==> config.mk <==
export PLATFORM = sky130hd
export DESIGN_NAME = pgt_timer_trip
export DESIGN_NICKNAME = d
export VERILOG_FILES = /design/src/pgt_pkg.sv /design/src/pgt_timer_trip.sv
export SDC_FILE = /design/constraint.sdc
export NUM_CORES = 1
export LEC_CHECK = 0
export BUFFER_PORTS_ARGS = -buffer_cell sky130_fd_sc_hd__buf_2
export CAP_MARGIN = 20
export CORE_MARGIN = 4
export CORE_UTILIZATION = 30
export CTS_CLUSTER_DIAMETER = 60
export CTS_CLUSTER_SIZE = 20
export DETAILED_ROUTE_END_ITERATION = 16
export PLACE_DENSITY = 0.55
export SLEW_MARGIN = 20
export SYNTH_ARGS = -nofsm -noshare
export SYNTH_HDL_FRONTEND = slang
export SYNTH_SLANG_ARGS = --single-unit
==> constraint.sdc <==
create_clock -name mclk -period 2.29 [get_ports mclk]
set_input_delay 0.687 -clock mclk [delete_from_list [all_inputs] [get_ports mclk]]
set_output_delay 0.687 -clock mclk [all_outputs]
set_load 0.02 [all_outputs]
==> src/pgt_pkg.sv <==
// Package for the pulse generator timer and trip control block
// Assumes an AXI4-Lite slave with 32-bit data and word-aligned registers
package pgt_pkg;

  // Register byte offsets
  localparam logic [7:0] OFS_OUT_CTRL_UPPER = 8'h00;
  localparam logic [7:0] OFS_TIMER_CTRL     = 8'h04;
  localparam logic [7:0] OFS_COMPARE_CLEAR  = 8'h08;
  localparam logic [7:0] OFS_TIMER_BUFFER   = 8'h0C;
  localparam logic [7:0] OFS_COUNTER        = 8'h10;
  localparam logic [7:0] OFS_NOISE_CTRL     = 8'h14;
  localparam logic [7:0] OFS_PORT_LATCH     = 8'h18;
  localparam logic [7:0] OFS_EVENT_STATUS   = 8'h1C;

  // Address field used for decode
  localparam int ADDR_W = 8;

  // output_control_upper fields
  localparam int OCU_TRIP_EN   = 7;
  localparam int OCU_TRIP_FLAG = 6;
  localparam int OCU_FILT_EN   = 5;
  localparam int OCU_XFER_LO   = 2;
  localparam int OCU_WT_FLAG   = 1;
  localparam int OCU_WT_IE     = 0;
  localparam logic [7:0] OCU_RESET = 8'h00;

  // timer_ctrl_status fields
  localparam int TCS_RUN   = 0;
  localparam int TCS_CLEAR = 1;
  localparam int TCS_MODE  = 2;
  localparam int TCS_PSEL  = 4;
  localparam int PSEL_W    = 2;

  // Read-address bit that selects read-modify-write read behaviour on reads
  localparam int RMW_ADDR_BIT = 7;

  // noise_ctrl_reg filter length field
  localparam int NCR_LEN_LO = 0;

  // Output pin count
  localparam int NUM_OUT = 6;

  // AXI responses
  localparam logic [1:0] RESP_OKAY   = 2'h0;
  localparam logic [1:0] RESP_SLVERR = 2'h2;

  // Machine cycle base for trip filter, 2^n with n = 2 + len_sel
  localparam int FILT_BASE_N = 2;
  localparam int FILT_CNT_W  = 6;

  // Interrupt request levels leaving the block, held while their flags are set and, for trip and write timing, enabled
  typedef struct packed {
    logic compare_clear_irq;
    logic trip_irq;
    logic write_timing_irq;
  } pgt_irq_t;

endpackage

==> src/pgt_timer_trip.sv <==
// Speed timer with compare clear, buffer capture, and trip input control
// Assumes write_timing and position_detect are one-cycle pulses on mclk
// Contract
// - Counter adds one on each cycle its selected prescaler tick is high while running.
// - Reset clears the counter at once.
// - Match, software, write-timing and position clears act on count ticks.
// - Mode bit picks write-timing or position event as clear source.
// - Mode 0 clears on write timing, mode 1 on position detection.
// - timer_run starts counting when set and stops it when cleared.
// - Overflow raises no interrupt.
// - Counter wraps to zero past its 16-bit maximum.
// - Counting starts from 0x0000 after reset.
// - Each restart captures the counter into the timer buffer.
// - Counter equal to compare-clear requests interrupt and clears counter.
// - Loading compare-clear equal to counter gives no match until next equality.
// - Compare-clear interrupt shares the write-timing interrupt output.
// - Upper output control is eight bits, reset zero, fixed field order.
// - trip_ctrl_enable lets trip input force latched inactive levels.
// - Enabled trip with low input drives outputs from port_data_latch.
// - Enabled trip falling edge sets trip_flag and trip interrupt.
// - Writing 0 clears trip_flag, writing 1 leaves it.
// - Read-modify-write reads of trip_flag return 1.
// - trip_filter_enable routes trip input through the noise filter.
// - Filter accepts level held 2^n cycles, n from 2 to 5.
// - With filter on, trip input ignored while internal clock is stopped.
`timescale 1ns/1ps
module pgt_timer_trip
  import pgt_pkg::*;
#(
  parameter int CNT_W = 16
) (
  // Clock and reset
  input  wire logic              mclk,
  input  wire logic              arst_n,
  // AXI4-Lite slave
  input  wire logic [ADDR_W-1:0] s_axi_awaddr,
  input  wire logic              s_axi_awvalid,
  output logic                   s_axi_awready,
  input  wire logic [31:0]       s_axi_wdata,
  input  wire logic [3:0]        s_axi_wstrb,
  input  wire logic              s_axi_wvalid,
  output logic                   s_axi_wready,
  output logic [1:0]             s_axi_bresp,
  output logic                   s_axi_bvalid,
  input  wire logic              s_axi_bready,
  input  wire logic [ADDR_W-1:0] s_axi_araddr,
  input  wire logic              s_axi_arvalid,
  output logic                   s_axi_arready,
  output logic [31:0]            s_axi_rdata,
  output logic [1:0]             s_axi_rresp,
  output logic                   s_axi_rvalid,
  input  wire logic              s_axi_rready,
  // Prescaler ticks, timer clear events and clock stop
  input  wire logic [3:0]        presc_tick,
  input  wire logic              write_timing,
  input  wire logic              position_detect,
  input  wire logic              clock_stopped,
  // Pins and waveform
  input  wire logic              trip_input,
  input  wire logic [NUM_OUT-1:0] wave_in,
  output logic [NUM_OUT-1:0]     pulse_output,
  // Interrupt requests
  output pgt_irq_t               irq
);

  // Elaboration check: the counter logic serves 16 bits only
  if (CNT_W != 16) begin : g_cnt_w_check
    $error("pgt_timer_trip: counter must be 16 bits");
  end

  logic [7:0]         out_ctrl;
  logic               tmr_run;
  logic               tmr_mode;
  logic [PSEL_W-1:0]  psel;
  logic               soft_clr_pend;
  logic [CNT_W-1:0]   counter;
  logic [CNT_W-1:0]   cmp_clear;
  logic [CNT_W-1:0]   tmr_buffer;
  logic [1:0]         len_sel;
  logic [NUM_OUT-1:0] port_data_latch;
  logic               evt_pend;
  logic               cmp_armed;
  logic               cmp_flag;
  logic               run_q;
  logic [2:0]         trip_sync;
  logic               trip_raw;
  logic               trip_filt;
  logic               trip_level;
  logic               trip_level_q;
  logic [FILT_CNT_W-1:0] filt_cnt;
  logic [FILT_CNT_W-1:0] filt_lim;

  // Write channel bookkeeping
  logic [ADDR_W-1:0]  aw_addr;
  logic               aw_held;
  logic [31:0]        w_data;
  logic               w_held;
  logic               wr_go;
  logic               rd_go;
  logic               tick;
  logic               evt_now;
  logic               cmp_hit;
  logic [CNT_W-1:0]   next_counter;

  assign tick    = tmr_run && presc_tick[psel];
  assign evt_now = tmr_mode ? position_detect : write_timing;
  assign cmp_hit = cmp_armed && (counter == cmp_clear);
  assign wr_go   = aw_held && w_held && !s_axi_bvalid;

  // Address and data acceptance in either order
  always_ff @(posedge mclk or negedge arst_n) begin
    if (!arst_n) begin
      aw_held       <= 1'b0;
      aw_addr       <= '0;
      s_axi_awready <= 1'b0;
    end else begin
      s_axi_awready <= !aw_held && !s_axi_awready && s_axi_awvalid;
      if (s_axi_awvalid && s_axi_awready) begin
        aw_held <= 1'b1;
        aw_addr <= s_axi_awaddr;
      end else if (wr_go) begin
        aw_held <= 1'b0;
      end
    end
  end

  always_ff @(posedge mclk or negedge arst_n) begin
    if (!arst_n) begin
      w_held       <= 1'b0;
      w_data       <= '0;
      s_axi_wready <= 1'b0;
    end else begin
      s_axi_wready <= !w_held && !s_axi_wready && s_axi_wvalid;
      if (s_axi_wvalid && s_axi_wready) begin
        w_held <= 1'b1;
        w_data <= s_axi_wdata;
      end else if (wr_go) begin
        w_held <= 1'b0;
      end
    end
  end

  // Write response
  always_ff @(posedge mclk or negedge arst_n) begin
    if (!arst_n) begin
      s_axi_bvalid <= 1'b0;
      s_axi_bresp  <= RESP_OKAY;
    end else if (wr_go) begin
      s_axi_bvalid <= 1'b1;
      unique case (aw_addr)
        OFS_OUT_CTRL_UPPER, OFS_TIMER_CTRL, OFS_COMPARE_CLEAR,
        OFS_NOISE_CTRL, OFS_PORT_LATCH: s_axi_bresp <= RESP_OKAY;
        OFS_TIMER_BUFFER, OFS_COUNTER, OFS_EVENT_STATUS: s_axi_bresp <= RESP_OKAY;
        default: s_axi_bresp <= RESP_SLVERR;
      endcase
    end else if (s_axi_bready) begin
      s_axi_bvalid <= 1'b0;
    end
  end

  // Control register writes
  always_ff @(posedge mclk or negedge arst_n) begin
    if (!arst_n) begin
      tmr_run         <= 1'b0;
      tmr_mode        <= 1'b0;
      psel            <= '0;
      cmp_clear       <= '0;
      len_sel         <= '0;
      port_data_latch <= '0;
    end else if (wr_go && s_axi_wstrb[0]) begin
      unique case (aw_addr)
        OFS_TIMER_CTRL: begin
          tmr_run  <= w_data[TCS_RUN];
          tmr_mode <= w_data[TCS_MODE];
          psel     <= w_data[TCS_PSEL +: PSEL_W];
        end
        OFS_NOISE_CTRL: len_sel <= w_data[NCR_LEN_LO +: 2];
        OFS_PORT_LATCH: port_data_latch <= w_data[NUM_OUT-1:0];
        OFS_COMPARE_CLEAR: begin
          cmp_clear[7:0] <= w_data[7:0];
          if (s_axi_wstrb[1]) cmp_clear[15:8] <= w_data[15:8];
        end
        default: ;
      endcase
    end else if (wr_go && s_axi_wstrb[1] && aw_addr == OFS_COMPARE_CLEAR) begin
      cmp_clear[15:8] <= w_data[15:8];
    end
  end

  // output_control_upper with hardware-set flags
  always_ff @(posedge mclk or negedge arst_n) begin
    if (!arst_n) begin
      out_ctrl <= OCU_RESET;
    end else begin
      if (wr_go && s_axi_wstrb[0] && aw_addr == OFS_OUT_CTRL_UPPER) begin
        out_ctrl[OCU_TRIP_EN]            <= w_data[OCU_TRIP_EN];
        out_ctrl[OCU_FILT_EN]            <= w_data[OCU_FILT_EN];
        out_ctrl[OCU_XFER_LO +: 3]       <= w_data[OCU_XFER_LO +: 3];
        out_ctrl[OCU_WT_IE]              <= w_data[OCU_WT_IE];
        if (!w_data[OCU_TRIP_FLAG]) out_ctrl[OCU_TRIP_FLAG] <= 1'b0;
        if (!w_data[OCU_WT_FLAG]) out_ctrl[OCU_WT_FLAG] <= 1'b0;
      end
      if (out_ctrl[OCU_TRIP_EN] && trip_level_q && !trip_level) begin
        out_ctrl[OCU_TRIP_FLAG] <= 1'b1;
      end
      if (write_timing) out_ctrl[OCU_WT_FLAG] <= 1'b1;
    end
  end

  // Software clear request, applied at the next count tick
  always_ff @(posedge mclk or negedge arst_n) begin
    if (!arst_n) begin
      soft_clr_pend <= 1'b0;
    end else if (wr_go && s_axi_wstrb[0] && aw_addr == OFS_TIMER_CTRL
                 && w_data[TCS_CLEAR] && tmr_run) begin
      soft_clr_pend <= 1'b1;
    end else if (tick) begin
      soft_clr_pend <= 1'b0;
    end
  end

  // Event clear request, held until the next count tick
  always_ff @(posedge mclk or negedge arst_n) begin
    if (!arst_n) begin
      evt_pend <= 1'b0;
    end else if (evt_now) begin
      evt_pend <= 1'b1;
    end else if (tick) begin
      evt_pend <= 1'b0;
    end
  end

  // Counter: reset is immediate, other clears wait for the count tick
  always_comb begin
    next_counter = counter;
    if (tick) begin
      if (soft_clr_pend || evt_pend || evt_now || cmp_hit) begin
        next_counter = '0;
      end else begin
        next_counter = counter + 16'h0001;
      end
    end
  end

  always_ff @(posedge mclk or negedge arst_n) begin
    if (!arst_n) begin
      counter <= 16'h0000;
    end else begin
      counter <= next_counter;
    end
  end

  // Compare arming: a load equal to the counter waits for a later equality
  // Reset and clears land on zero, so zero must be left before it can match
  always_ff @(posedge mclk or negedge arst_n) begin
    if (!arst_n) begin
      cmp_armed <= 1'b0;
    end else if (wr_go && aw_addr == OFS_COMPARE_CLEAR && |s_axi_wstrb[1:0]) begin
      cmp_armed <= 1'b0;
    end else if (tick && next_counter == '0) begin
      cmp_armed <= 1'b0;
    end else if (counter != cmp_clear) begin
      cmp_armed <= 1'b1;
    end
  end

  // Compare hit flag, cleared by writing 0 to its status bit
  always_ff @(posedge mclk or negedge arst_n) begin
    if (!arst_n) begin
      cmp_flag <= 1'b0;
    end else if (tick && cmp_hit) begin
      cmp_flag <= 1'b1;
    end else if (wr_go && s_axi_wstrb[0] && aw_addr == OFS_EVENT_STATUS && !w_data[0]) begin
      cmp_flag <= 1'b0;
    end
  end

  // Buffer capture on restart
  always_ff @(posedge mclk or negedge arst_n) begin
    if (!arst_n) begin
      run_q      <= 1'b0;
      tmr_buffer <= '0;
    end else begin
      run_q <= tmr_run;
      if (tmr_run && !run_q) tmr_buffer <= counter;
    end
  end

  // Trip pin synchroniser, accepted once second and third stages agree
  always_ff @(posedge mclk or negedge arst_n) begin
    if (!arst_n) begin
      trip_sync <= 3'b111;
      trip_raw  <= 1'b1;
    end else begin
      trip_sync <= {trip_sync[1:0], trip_input};
      if (trip_sync[1] == trip_sync[2]) trip_raw <= trip_sync[2];
    end
  end

  // Noise filter: low level must persist 2^n cycles
  assign filt_lim = FILT_CNT_W'(1) << (FILT_BASE_N + len_sel);

  always_ff @(posedge mclk or negedge arst_n) begin
    if (!arst_n) begin
      filt_cnt  <= '0;
      trip_filt <= 1'b1;
    end else if (clock_stopped) begin
      filt_cnt  <= '0;
    end else if (trip_raw == trip_filt) begin
      filt_cnt  <= '0;
    end else if (filt_cnt == filt_lim - FILT_CNT_W'(1)) begin
      filt_cnt  <= '0;
      trip_filt <= trip_raw;
    end else begin
      filt_cnt  <= filt_cnt + FILT_CNT_W'(1);
    end
  end

  assign trip_level = out_ctrl[OCU_FILT_EN] ? trip_filt : trip_raw;

  always_ff @(posedge mclk or negedge arst_n) begin
    if (!arst_n) begin
      trip_level_q <= 1'b1;
    end else begin
      trip_level_q <= trip_level;
    end
  end

  // Output pins and interrupts
  always_ff @(posedge mclk or negedge arst_n) begin
    if (!arst_n) begin
      pulse_output <= '0;
      irq          <= '0;
    end else begin
      if (out_ctrl[OCU_TRIP_EN] && !trip_level) begin
        pulse_output <= port_data_latch;
      end else begin
        pulse_output <= wave_in;
      end
      irq.trip_irq          <= out_ctrl[OCU_TRIP_FLAG] && out_ctrl[OCU_TRIP_EN];
      irq.compare_clear_irq <= cmp_flag;
      irq.write_timing_irq  <= (out_ctrl[OCU_WT_FLAG] && out_ctrl[OCU_WT_IE])
                               || cmp_flag;
    end
  end

  // Read channel; address bit RMW_ADDR_BIT marks a read-modify-write read
  assign rd_go = s_axi_arvalid && s_axi_arready;

  always_ff @(posedge mclk or negedge arst_n) begin
    if (!arst_n) begin
      s_axi_arready <= 1'b0;
      s_axi_rvalid  <= 1'b0;
      s_axi_rdata   <= '0;
      s_axi_rresp   <= RESP_OKAY;
    end else begin
      s_axi_arready <= !s_axi_arready && !s_axi_rvalid && s_axi_arvalid;
      if (rd_go) begin
        s_axi_rvalid <= 1'b1;
        s_axi_rresp  <= RESP_OKAY;
        s_axi_rdata  <= '0;
        unique case ({1'b0, s_axi_araddr[RMW_ADDR_BIT-1:0]})
          OFS_OUT_CTRL_UPPER: begin
            s_axi_rdata[7:0] <= out_ctrl;
            if (s_axi_araddr[RMW_ADDR_BIT]) begin
              s_axi_rdata[OCU_TRIP_FLAG] <= 1'b1;
              s_axi_rdata[OCU_WT_FLAG]   <= 1'b1;
            end
          end
          OFS_TIMER_CTRL: s_axi_rdata[7:0] <= {2'b00, psel, 1'b0, tmr_mode, 1'b0, tmr_run};
          OFS_COMPARE_CLEAR: s_axi_rdata[15:0] <= cmp_clear;
          OFS_TIMER_BUFFER:  s_axi_rdata[15:0] <= tmr_buffer;
          OFS_COUNTER:       s_axi_rdata[15:0] <= counter;
          OFS_NOISE_CTRL:    s_axi_rdata[1:0]  <= len_sel;
          OFS_PORT_LATCH:    s_axi_rdata[NUM_OUT-1:0] <= port_data_latch;
          OFS_EVENT_STATUS:  s_axi_rdata[1:0]  <= {trip_level, cmp_flag};
          default:           s_axi_rresp <= RESP_SLVERR;
        endcase
      end else if (s_axi_rready) begin
        s_axi_rvalid <= 1'b0;
      end
    end
  end

endmodule

==> metrics.log <==
[metrics] Synth Instances: 619
[metrics] number of buffers inserted by post-CTS setup repair: 0
[metrics] reg2reg path depth: 6
[metrics] warning count from the yosys run: 0
[metrics] Routed Antenna Nets: 0
[metrics] cell chain of the critical path: or4_1 > nor3_4 > nand2_1 > or4_1 > o21ai_1 > nand2b_1
[metrics] worst flop-to-flop path startpoint: aw_addr[0]$_DFFE_PN0P_
[metrics] average routed wire per standard cell: 16.9 um
[metrics] Initial Utilization: 0.304
[metrics] critical path's top delay family: simple AND/OR/NAND/NOR gates
[metrics] endpoints failing setup: 0
[metrics] worst-path maximum fanout: 4
[metrics] clock slew seen by the registers of the worst setup and hold paths: 0.06 ns
[metrics] fraction of layout instances using a drive strength above 1: 0.361
[metrics] top-level port count: 123
[metrics] power density over the cells: 881 nW/um^2
[metrics] largest cells by area after synthesis: sky130_fd_sc_hd__dfrtp_1, sky130_fd_sc_hd__mux2_2, sky130_fd_sc_hd__mux2i_1
[metrics] top library cells by usage in the layout, fill and taps aside: sky130_fd_sc_hd__dfrtp_1, sky130_fd_sc_hd__buf_2, sky130_fd_sc_hd__mux2_2, sky130_fd_sc_hd__buf_4, sky130_fd_sc_hd__nand2_1
[metrics] CORE AREA: 22600 sq um
[metrics] port bufs: 86
[metrics] Post-layout nets: 830
[metrics] final weighted congestion in routability-driven placement: 0.871
[metrics] final routed wirelength across all metal layers: 17.8 mm
[metrics] number of distinct library cells after synthesis: 58
[metrics] cell count after placement: 1021
[metrics] via-per-instance ratio: 4.85
[metrics] Relative slew margins: 0.417
[metrics] Register Area: 3590 sq um
[metrics] most instantiated flip-flop cell in the synthesis netlist: sky130_fd_sc_hd__dfrtp_1
[metrics] via count of the routed design: 5110
[metrics] CP Data Required Time: 2.60 ns
[metrics] worst-case register-to-register setup slack: 0.10 ns
[metrics] worst reg2reg path endpoint: out_ctrl[1]$_DFFE_PN0P_
[metrics] largest vdd supply drop: 0.488 mV
[metrics] sequential fraction of the synthesis area: 0.521
[metrics] clock skew: 0.00745 ns
[metrics] Final HPWL DP: 13.6 mm
[metrics] Syn Std Cell Area: 6890 sq um
[metrics] number of filler cells placed in the layout: 2238
[metrics] non-filler cells in the finished layout: 1053
[metrics] count of buffering cells on the critical path with inverters included: 0
[metrics] highest clock frequency the design can meet: 457 MHz
[metrics] most common cell after layout, fill and taps aside: sky130_fd_sc_hd__dfrtp_1
[metrics] DR DRC count: 0
[metrics] TritonCTS sink count: 143
[metrics] path category of the worst min-delay check: primary input to asynchronous set/reset pin
[metrics] Overall Global Routing Usage: 0.142
[metrics] number of maximum-capacitance constraint violations: 0
[metrics] Setup CP Type: flip-flop to flip-flop
[metrics] Worst Max-Slew Pin Slew: 0.875 ns
[metrics] final worst-path cycle share: 0.955
[metrics] x dimension of the die: 159 um
[metrics] Synth Register Bits: 143
[metrics] outcome: complete, no violations
[metrics] footprint of the multi-input gates: 3060 sq um
[metrics] final-layout worst hold slack: 0.190 ns
[metrics] clock latency on the worst-skew pair: 0.42 ns
[metrics] area of the die: 25400 sq um
[metrics] floorplan row count: 55
[metrics] endpoints failing hold: 0
[metrics] H-tree level count: 4
[metrics] count of pins over their slew limit: 0
[metrics] CTS tree: yes
[metrics] cell seen most often among critical-path stages: sky130_fd_sc_hd__or4_1
[metrics] number of antenna violations at the first check in global routing: 0
[metrics] Post-synth EDFFs: 0
[metrics] maximum buffer depth of the clock tree: 2
[metrics] setup repair after global routing missed its margin: false
[metrics] element type at the critical path end: flip-flop
[metrics] Root Buffer: sky130_fd_sc_hd__clkbuf_16
[metrics] Async S/R FF share, synth: 1.00
[metrics] critical path startpoint category: flip-flop
[metrics] static leakage: 4.03 nW
[metrics] DR iter-0 viols: 237
[metrics] top-area cell type share of the netlist area: 0.498
[metrics] time the worst path needs with I/O delays and setup: 2.19 ns
[metrics] CP startpoint: aw_addr[0]$_DFFE_PN0P_
[metrics] library cell occupying the most area in the post-synthesis netlist: sky130_fd_sc_hd__dfrtp_1
[metrics] wire length of the first global-routing pass: 28.5 mm
[metrics] average instance area after synthesis: 11.1 sq um
[metrics] via count of the first global-routing pass: 5047
[metrics] DRT Pass-1 Iters: 4
[metrics] CTS Hold Bufs: 0
[metrics] GR Overflow Total: 0
[metrics] largest net degree at the start of global routing: 43
[metrics] Vert. Die Dim: 159 um
[metrics] layout overhead on the synthesized area: 25.8%
[metrics] area post-placement: 7990 sq um
[metrics] ant diodes: 0
[metrics] TritonCTS Buffers: 17
[metrics] cell area after layout: 8660 sq um
[metrics] Worst EP arrival: 2.49 ns
[metrics] Worst path slowest cell: sky130_fd_sc_hd__or4_1
[metrics] largest stage delay on the critical path: 0.58 ns
-- power by group --
part	switching, mW	internal [mW]	leakage [nW]
logic	0.583	0.596	1.84
registers	0.407	2.95	1.86
clock network	1.07	2.02	0.324
-- layer usage --
layer  track usage  part of all wire  up-vias
met5             0                 0        -
met4        0.0446             0.014        0
met3        0.0349             0.051       17
met2         0.217              0.46      138
met1         0.200              0.48     2488
li1              -                 -     2467
-- flip-flops by register name, summed over array words and instances (netlist names), 8 cells and up --
| signal | cells |
|---|---|
| aw_addr | 8 |
| cmp_clear | 16 |
| counter | 16 |
| out_ctrl | 8 |
| s_axi_rdata | 16 |
| tmr_buffer | 16 |
| w_data | 16 |
-- cells by family after synthesis --
group / Yosys count / share of synthesized area
buf+inv: 62 / 0.0452
mux: 106 / 0.171
fa+ha+maj: 3 / 0.00509
other cells: 1 / 0.000545
xor+xnor: 24 / 0.0305
compound gates: 107 / 0.0979
flops: 143 / 0.521
simple gates: 173 / 0.129
-- through the flow --
step	TNS (ns)	setup WS, ns	util	power (mW)
after global routing	0	0.00175	0.383	8.00
after CTS	0	0.0199	0.382	7.72
final	0	0.104	0.383	7.63
after detailed placement	-0.396	-0.123	0.353	4.60
after floorplan	0	0.132	-	4.08
after global placement	-0.353	-0.124	0.353	4.56
-- how the worst max path moves through the flow --
stage	to	slack, ns	cells past startpoint
5_1_grt	out_ctrl[6]$_DFFE_PN0P_	0.002	6
6_report	out_ctrl[1]$_DFFE_PN0P_	0.10	6
3_5_place_dp	counter[7]$_DFF_PN0_	-0.12	7
2_1_floorplan	cmp_armed$_DFFE_PN0P_	0.13	7
3_3_place_gp	counter[7]$_DFF_PN0_	-0.12	7
4_1_cts	out_ctrl[1]$_DFFE_PN0P_	0.02	6
-- timing repair --
item / CTS / global route
endpoints found under the hold margin: 0 / 0
pin swaps: 0 / 0
resized for setup: 1 / 4
setup endpoints to repair: 1 / 6
-- area by class of cell --
cell class	instances	area share
tap	285	0.0412
multi-input combinational	431	0.354
clock inverter	10	0.0211
sequential	143	0.414
inverter	9	0.00390
timing repair buffer	153	0.111
clock buffer	22	0.0547
-- synth_stat cells (11+ instances only) --
| cell | n |
|---|---|
| sky130_fd_sc_hd__nand2_1 | 52 |
| sky130_fd_sc_hd__nor2_1 | 37 |
| sky130_fd_sc_hd__a22o_1 | 11 |
| sky130_fd_sc_hd__mux2i_1 | 21 |
| sky130_fd_sc_hd__xnor2_1 | 22 |
| sky130_fd_sc_hd__clkbuf_1 | 23 |
| sky130_fd_sc_hd__buf_4 | 18 |
| sky130_fd_sc_hd__dfrtp_1 | 137 |
| sky130_fd_sc_hd__o21ai_0 | 42 |
| sky130_fd_sc_hd__a21oi_1 | 21 |
| sky130_fd_sc_hd__nand3_1 | 22 |
| sky130_fd_sc_hd__mux2_2 | 80 |
No activity file was read; power rests on OpenSTA's default activity.
